$ cat src/inc/rco_regs.svh
// Register offsets, field positions, reset values and parse constants
`ifndef RCO_REGS_SVH
`define RCO_REGS_SVH
`define RCO_CTL_ADDR    4'h0
`define RCO_VLAN_ADDR   4'h4
`define RCO_SUM_ADDR    4'h8
`define RCO_CNT_ADDR    4'hc
`define RCO_EN_BIT      0
`define RCO_MODE_BIT    1
`define RCO_VLAN_RST    16'h8100
`define RCO_HDR_LEN     16'h000e
`define RCO_TYPE_POS    16'h000c
`define RCO_VLAN_LEN    16'h0004
`define RCO_SNAP_LEN    16'h0008
`define RCO_TYPE_LEN    16'h0002
`define RCO_TYPE_MIN    16'h0600
`define RCO_NO_START    16'hffff
`define RCO_MAX_VLAN    2'h2
`define RCO_CSUM_BYTES  16'h0002
`define RCO_ONE         16'h0001
`endif

$ cat src/inc/rco_pkg.sv
// Types shared by the receive checksum engine
package rco_pkg;
	typedef enum logic [1:0] {
		RCO_IDLE = 2'h0,
		RCO_RUN  = 2'h1,
		RCO_APP1 = 2'h3,
		RCO_APP2 = 2'h2
	} rco_state_t;

	typedef struct packed {
		logic [7:0] data;
		logic       last;
		logic       fcs;
	} rco_byte_t;

	typedef struct packed {
		rco_state_t  st;
		logic [15:0] cnt;
		logic [15:0] start;
		logic [15:0] tpos;
		logic [1:0]  vlan;
		logic [15:0] sum;
		logic [7:0]  lo;
		logic        ph;
		logic [7:0]  prv;
		logic        en;
		logic        mode;
		logic [15:0] vtag;
		logic [31:0] rdata;
		logic [7:0]  od;
		logic        ov;
		logic        ol;
		logic        sv;
		logic [15:0] slen;
		logic [15:0] lsum;
		logic [15:0] fcnt;
	} rco_regs_t;

	function automatic logic [15:0] rco_add(input logic [15:0] a, input logic [15:0] b);
		logic [16:0] t;
		t = {1'b0, a} + {1'b0, b};
		return t[15:0] + {15'h0000, t[16]};
	endfunction
endpackage

$ cat src/rtl/rco_rx_checksum.sv
// Receive checksum offload engine in the MAC receive byte stream
//------------------------------------------------------------
//------------------------------------------------------------
`timescale 1ns/1ps
`include "rco_regs.svh"

module rco_rx_checksum
	import rco_pkg::*;
(
	input  wire logic        core_clk_i,
	input  wire logic        rst_n_i,
	input  wire logic [3:0]  reg_addr_i,
	input  wire logic [31:0] reg_wdata_i,
	input  wire logic        reg_wr_i,
	input  wire logic        reg_rd_i,
	output logic      [31:0] reg_rdata_o,
	input  wire logic        in_valid_i,
	input  wire rco_byte_t   in_byte_i,
	output logic             in_ready_o,
	output logic             out_valid_o,
	output logic      [7:0]  out_data_o,
	output logic             out_last_o,
	output logic             status_valid_o,
	output logic      [15:0] status_len_o
);

	//------------------------------------------------------------
	// State
	//------------------------------------------------------------
	rco_regs_t q_r;
	rco_regs_t q_nxt;

	logic        acc;
	logic [15:0] idx;
	logic [15:0] strt;
	logic [15:0] word;
	logic [15:0] sum1;
	logic [15:0] ptype;

	assign in_ready_o     = (q_r.st != RCO_APP1) && (q_r.st != RCO_APP2);
	assign acc            = in_valid_i && in_ready_o;
	assign idx            = (q_r.st == RCO_IDLE) ? 16'h0000 : q_r.cnt;
	assign word           = {in_byte_i.data, q_r.lo};
	assign ptype          = {q_r.prv, in_byte_i.data};
	assign reg_rdata_o    = q_r.rdata;
	assign out_valid_o    = q_r.ov;
	assign out_data_o     = q_r.od;
	assign out_last_o     = q_r.ol;
	assign status_valid_o = q_r.sv;
	assign status_len_o   = q_r.slen;

	// Start offset is fixed per mode until the header is parsed
	assign strt = (q_r.st != RCO_IDLE) ? q_r.start :
	              (q_r.mode ? `RCO_NO_START : `RCO_HDR_LEN);

	//------------------------------------------------------------
	// Next state
	//------------------------------------------------------------
	always_comb begin
		logic       ph1;
		logic [7:0] lo1;
		ph1   = q_r.ph;
		lo1   = q_r.lo;
		sum1  = (q_r.st == RCO_IDLE) ? 16'h0000 : q_r.sum;
		q_nxt = q_r;
		q_nxt.ov    = 1'b0;
		q_nxt.ol    = 1'b0;
		q_nxt.sv    = 1'b0;
		q_nxt.rdata = 32'h0000_0000;

		if (reg_wr_i) begin
			unique case (reg_addr_i)
				`RCO_CTL_ADDR: begin
					q_nxt.en   = reg_wdata_i[`RCO_EN_BIT];
					q_nxt.mode = reg_wdata_i[`RCO_MODE_BIT];
				end
				`RCO_VLAN_ADDR: q_nxt.vtag = reg_wdata_i[15:0];
				default: ;
			endcase
		end
		if (reg_rd_i) begin
			unique case (reg_addr_i)
				`RCO_CTL_ADDR: begin
					q_nxt.rdata[`RCO_EN_BIT]   = q_r.en;
					q_nxt.rdata[`RCO_MODE_BIT] = q_r.mode;
				end
				`RCO_VLAN_ADDR: q_nxt.rdata[15:0] = q_r.vtag;
				`RCO_SUM_ADDR:  q_nxt.rdata[15:0] = q_r.lsum;
				`RCO_CNT_ADDR:  q_nxt.rdata[15:0] = q_r.fcnt;
				default: ;
			endcase
		end

		unique case (q_r.st)
			RCO_IDLE, RCO_RUN: begin
				if (acc) begin
					q_nxt.od    = in_byte_i.data;
					q_nxt.ov    = 1'b1;
					q_nxt.cnt   = idx + `RCO_ONE;
					q_nxt.prv   = in_byte_i.data;
					q_nxt.st    = RCO_RUN;
					q_nxt.start = strt;
					if (q_r.st == RCO_IDLE) begin
						q_nxt.tpos = `RCO_TYPE_POS;
						q_nxt.vlan = 2'h0;
						ph1        = 1'b0;
					end
					if (q_r.mode && !in_byte_i.fcs && (q_r.st == RCO_RUN) &&
					    (idx == q_r.tpos + `RCO_ONE)) begin
						if ((ptype == q_r.vtag) && (q_r.vlan < `RCO_MAX_VLAN)) begin
							q_nxt.tpos = q_r.tpos + `RCO_VLAN_LEN;
							q_nxt.vlan = q_r.vlan + 2'h1;
						end else if (ptype < `RCO_TYPE_MIN) begin
							q_nxt.start = idx + `RCO_ONE + `RCO_SNAP_LEN;
						end else begin
							q_nxt.start = idx + `RCO_ONE;
						end
					end
					if (q_r.en && !in_byte_i.fcs && (idx >= strt)) begin
						if (!ph1) begin
							lo1 = in_byte_i.data;
							ph1 = 1'b1;
						end else begin
							sum1 = rco_add(sum1, word);
							ph1  = 1'b0;
						end
					end
					q_nxt.ph  = ph1;
					q_nxt.lo  = lo1;
					q_nxt.sum = sum1;
					if (in_byte_i.last) begin
						if (q_r.en) begin
							if (ph1) begin
								q_nxt.sum = rco_add(sum1, {8'h00, lo1});
							end
							q_nxt.ph = 1'b0;
							q_nxt.st = RCO_APP1;
						end else begin
							q_nxt.ol   = 1'b1;
							q_nxt.sv   = 1'b1;
							q_nxt.slen = idx + `RCO_ONE;
							q_nxt.fcnt = q_r.fcnt + `RCO_ONE;
							q_nxt.st   = RCO_IDLE;
						end
					end
				end
			end
			RCO_APP1: begin
				q_nxt.od = q_r.sum[7:0];
				q_nxt.ov = 1'b1;
				q_nxt.st = RCO_APP2;
			end
			RCO_APP2: begin
				q_nxt.od   = q_r.sum[15:8];
				q_nxt.ov   = 1'b1;
				q_nxt.ol   = 1'b1;
				q_nxt.sv   = 1'b1;
				q_nxt.slen = q_r.cnt + `RCO_CSUM_BYTES;
				q_nxt.lsum = q_r.sum;
				q_nxt.fcnt = q_r.fcnt + `RCO_ONE;
				q_nxt.st   = RCO_IDLE;
			end
		endcase
	end

	always_ff @(posedge core_clk_i or negedge rst_n_i) begin
		if (!rst_n_i) begin
			q_r       <= '0;
			q_r.st    <= RCO_IDLE;
			q_r.start <= `RCO_HDR_LEN;
			q_r.tpos  <= `RCO_TYPE_POS;
			q_r.vtag  <= `RCO_VLAN_RST;
		end else begin
			q_r <= q_nxt;
		end
	end
endmodule // rco_rx_checksum

$ cat config.mk
export PLATFORM = sky130hd
export DESIGN_NAME = rco_rx_checksum
export DESIGN_NICKNAME = d
export VERILOG_FILES = /design/src/inc/rco_pkg.sv /design/src/rtl/rco_rx_checksum.sv
export VERILOG_INCLUDE_DIRS = /design/src /design/src/inc
export SDC_FILE = /design/constraint.sdc
export NUM_CORES = 1
export LEC_CHECK = 0
export BUFFER_PORTS_ARGS = -buffer_cell sky130_fd_sc_hd__buf_2
export CAP_MARGIN = 20
export CELL_PAD_IN_SITES_DETAIL_PLACEMENT = 0
export CELL_PAD_IN_SITES_GLOBAL_PLACEMENT = 1
export CORE_MARGIN = 2
export CORE_UTILIZATION = 36
export DETAILED_ROUTE_END_ITERATION = 16
export PLACE_DENSITY = 0.67
export SYNTH_ARGS = -nofsm -noshare
export SYNTH_HDL_FRONTEND = slang
export SYNTH_SLANG_ARGS = --single-unit
$ cat constraint.sdc
create_clock -name core_clk_i -period 7.8 [get_ports core_clk_i]
set_input_delay 1.17 -clock core_clk_i [delete_from_list [all_inputs] [get_ports core_clk_i]]
set_output_delay 1.17 -clock core_clk_i [all_outputs]
set_load 0.02 [all_outputs]
==> metrics.csv <==
stage;metric;value;unit
floorplanning;Die H;189.0;um
grt;GRT Overall Usage;19.34;%
drt;drt first pass iters;5;
synth;sequential fraction of the synthesis area;36.04;%
floorplanning;Initial Utilization;36.64;%
place;pre-CTS setup slack;0.2905;ns
cells_and_area;share of layout cells above drive strength 1;17.61;%
grt;first-pass GRT wire length;54000;um
drt;total routed wirelength;34390;um
cells_and_area;Finished Cell Area;13740;sq um
power;sw frac;39.97;%
cells_and_area;n_diodes;0;
timing;Slew headroom;29.20;%
setup_path;worst path required time;8.10;ns
cells_and_area;Synth-to-Final Area Change;11.55;%
setup_path;Crit Path Max Fanout;4;
place;dpl hpwl;25750;um
clock_tree;clock sink count;177;
clock_tree;CTS resizes;0;
setup_path;startpoint types;flop;
setup_path;FF-to-FF path depth;37;
synth;top post-synthesis cells by area;dfrtp_1, nand2_1, ha_1;
timing;worst hold margin;0.4650;ns
power;total power;3.222;mW
power;Pint;1.934;mW
power;Comb pwr share;35.2;%
synth;EDFF count, synth;0;
synth;#FFs+latches synth;177;
clock_tree;buffer depth of the longest clock path;2;
timing;setup_tns;0;ns
synth;Syn Area/Cell;8.636;sq um
cells_and_area;Final Net Count;1572;
floorplanning;num ports;111;
min_path;Hold Path Class;reg2reg;
synth;Yosys top cell by area;dfrtp_1;
synth;Yosys warning total;0;
floorplanning;core area;33620;sq um
setup_path;CP arrival;7.54;ns
outcome;status;completed;
clock_tree;register clock-pin slew on the reported worst setup and hold paths;0.08;ns
synth;Synth top area share;34.54;%
synth;Yosys cell types;90;
timing;Peak Freq;0.1380;GHz
clock_tree;CTS Root Cell;clkbuf_16;
setup_path;Crit Path Class;reg2reg;
power;clock power share;26.7;%
cells_and_area;final core utilization;40.87;%
grt;number of global-route vias before repair;9487;
drt;post-route ant nets;0;
place;DP Cell Count;1897;
clock_tree;TritonCTS clock tree;yes;
grt;initial antenna violation count;0;
min_path;Min-Delay Path Depth;1;
place;input/output buffers;78;
timing;fin crit share;92.87;%
drt;DRT iter0 DRCs;564;
grt;GR Overflow Total;0;
clock_tree;Clock Latency Late Sink;0.44;ns
drt;# DRC;0;
timing;RSZ-0062 raised after global routing;false;
timing;final setup vio count;0;
drt;DR vias/cell;5.209;
synth;Async SR Flop Fraction;100.0;%
timing;final hold viol count;0;
cells_and_area;non-filler cells, final;1930;
power;PwrDens;234.5;nW/um^2
clock_tree;setup bufs post-CTS;0;
power;Peak VDD IR;133.7;uV
timing;min Tclk post-route;7.244;ns
power;sequential share of power;38.1;%
clock_tree;H-Tree Depth;4;
timing;Final WS setup;0.5558;ns
drt;drt wl/cell;17.82;um
setup_path;slowest cell on the critical path;fa_1;
drt;Vias;10053;
synth;Syn Inst Count;1426;
setup_path;Critical Path Sink Type;flop;
clock_tree;CTS buffer count;17;
floorplanning;die area;35710;sq um
floorplanning;Site Rows;67;
place;gp weighted congestion;0.8460;
power;Leakage;6.334;nW
job;# Max-Cap Violations;0;
power;Sw Pwr;1.288;mW
synth;top_reg_cell synth;dfrtp_1;
clock_tree;cts hold-fix bufs;0;
timing;Worst-Margin Slew;1.058;ns
floorplanning;die width;189.0;um
setup_path;Max stage delay on crit path;0.42;ns
place;Area after DPL;13090;sq um
timing;Final Slew Violations;0;
timing;Layout Skew;0.009923;ns
synth;synthesized cell area;12320;sq um
grt;pin count of the biggest net entering global routing;102;
setup_path;Worst path most repeated cell;ha_1;
[power by group through the flow]
stage          sequential (mW)  combinational [mW]  clock, mW
2_1_floorplan             1.17               0.845          0
3_3_place_gp              1.24                1.12          0
3_5_place_dp              1.24                1.13          0
4_1_cts                   1.23                1.14      0.883
5_1_grt                   1.24                1.27      0.925
6_report                  1.23                1.13      0.859
[cell usage in the layout, fill, tap and decap left out, drive strengths merged, types with 6 or more instances in the layout]
cell,count
o211ai,6
buf,139
nand3,36
a21oi,63
o31ai,8
o21bai,6
nand2,262
a221o,6
xor2,59
nor4,11
or2,10
and3,17
dfrtp,170
o221ai,7
nand2b,7
mux2,45
conb,16
a22oi,20
dfstp,7
nor2,94
nor3,24
clkbuf,18
mux2i,20
nand4,23
a21o,10
xnor2,71
or3,10
and2,30
inv,32
ha,50
a31oi,9
nor2b,15
clkinv,9
o21ai,94
o21a,7
a211oi,13
[synthesized netlist by cell type, drive strengths merged, types with 7 or more instances]
master	count
nor3	24
or3	10
clkbuf	63
nand2	262
nor2b	15
dfrtp	170
nor2	94
a21o	10
mux2	45
inv	27
and2	30
nand4	23
mux2i	20
buf	68
a22oi	20
ha	50
o31ai	8
nor4	11
a211oi	13
nand3	36
a21oi	63
or2	10
o21ai	94
o221ai	7
and3	17
a31oi	9
o21a	7
nand2b	7
dfstp	7
xnor2	71
xor2	59
[critical path, delay by kind of cell (launching register included)]
family                     cells  cell delay [ns]
DFF                            1             0.39
adders and majority gates      8             2.08
buffers and inverters          1             0.15
AOI/OAI and AO/OA             14             2.13
xor gates and xnor gates       2             0.30
and+or+nand+nor               12             2.07
[sequential cells by signal, indices dropped and copies added (netlist names), named ones only]
name	count
reg_rdata_o	16
out_last_o	1
out_valid_o	1
ptype	8
out_data_o	8
q_r	125
status_len_o	16
[cell type report]
class / count / area, sq um
fillers: 3411 / 19880
multi-input cells: 1106 / 7143
flip-flops and latches: 177 / 4438
repair buffers: 140 / 897.1
well taps: 448 / 560.5
clock buffers: 17 / 425.4
clock inverters: 15 / 172.7
inverters: 27 / 101.3
[metal layers]
metal | track usage [%] | part of all wire (%)
met4 | 4.327 | 1.2
met2 | 30.95 | 46
met1 | 27.86 | 50
met5 | 0 | 0
met3 | 2.410 | 3.2
[cell families (layout without fill, tap and decap cells)]
| logic type | after synthesis | after routing | share of synthesized area [%] |
|---|---|---|---|
| DFF | 177 | 177 | 36.04 |
| AOI/OAI and AO/OA | 282 | 282 | 15.07 |
| xor gates and xnor gates | 131 | 131 | 9.580 |
| other | 1 | 16 | 0.03045 |
| muxes | 67 | 67 | 6.106 |
| buffers and inverters | 158 | 199 | 6.685 |
| and+or+nand+nor | 557 | 557 | 21.01 |
| adders and majority gates | 53 | 53 | 5.486 |
[worst paths after layout]
path,from,end,slack (ns)
worst min register to register,q_r[15],q_r[15],0.47
min in group asynchronous,rst_n_i,reg_rdata_o[14],0.79
worst min-delay path,q_r[15],q_r[15],0.47
worst max-delay path,q_r[192],q_r[138],0.56
max in group asynchronous,rst_n_i,q_r[99],5.86
worst max register to register,q_r[192],q_r[138],0.56
Power figures use the tool's default switching activity.
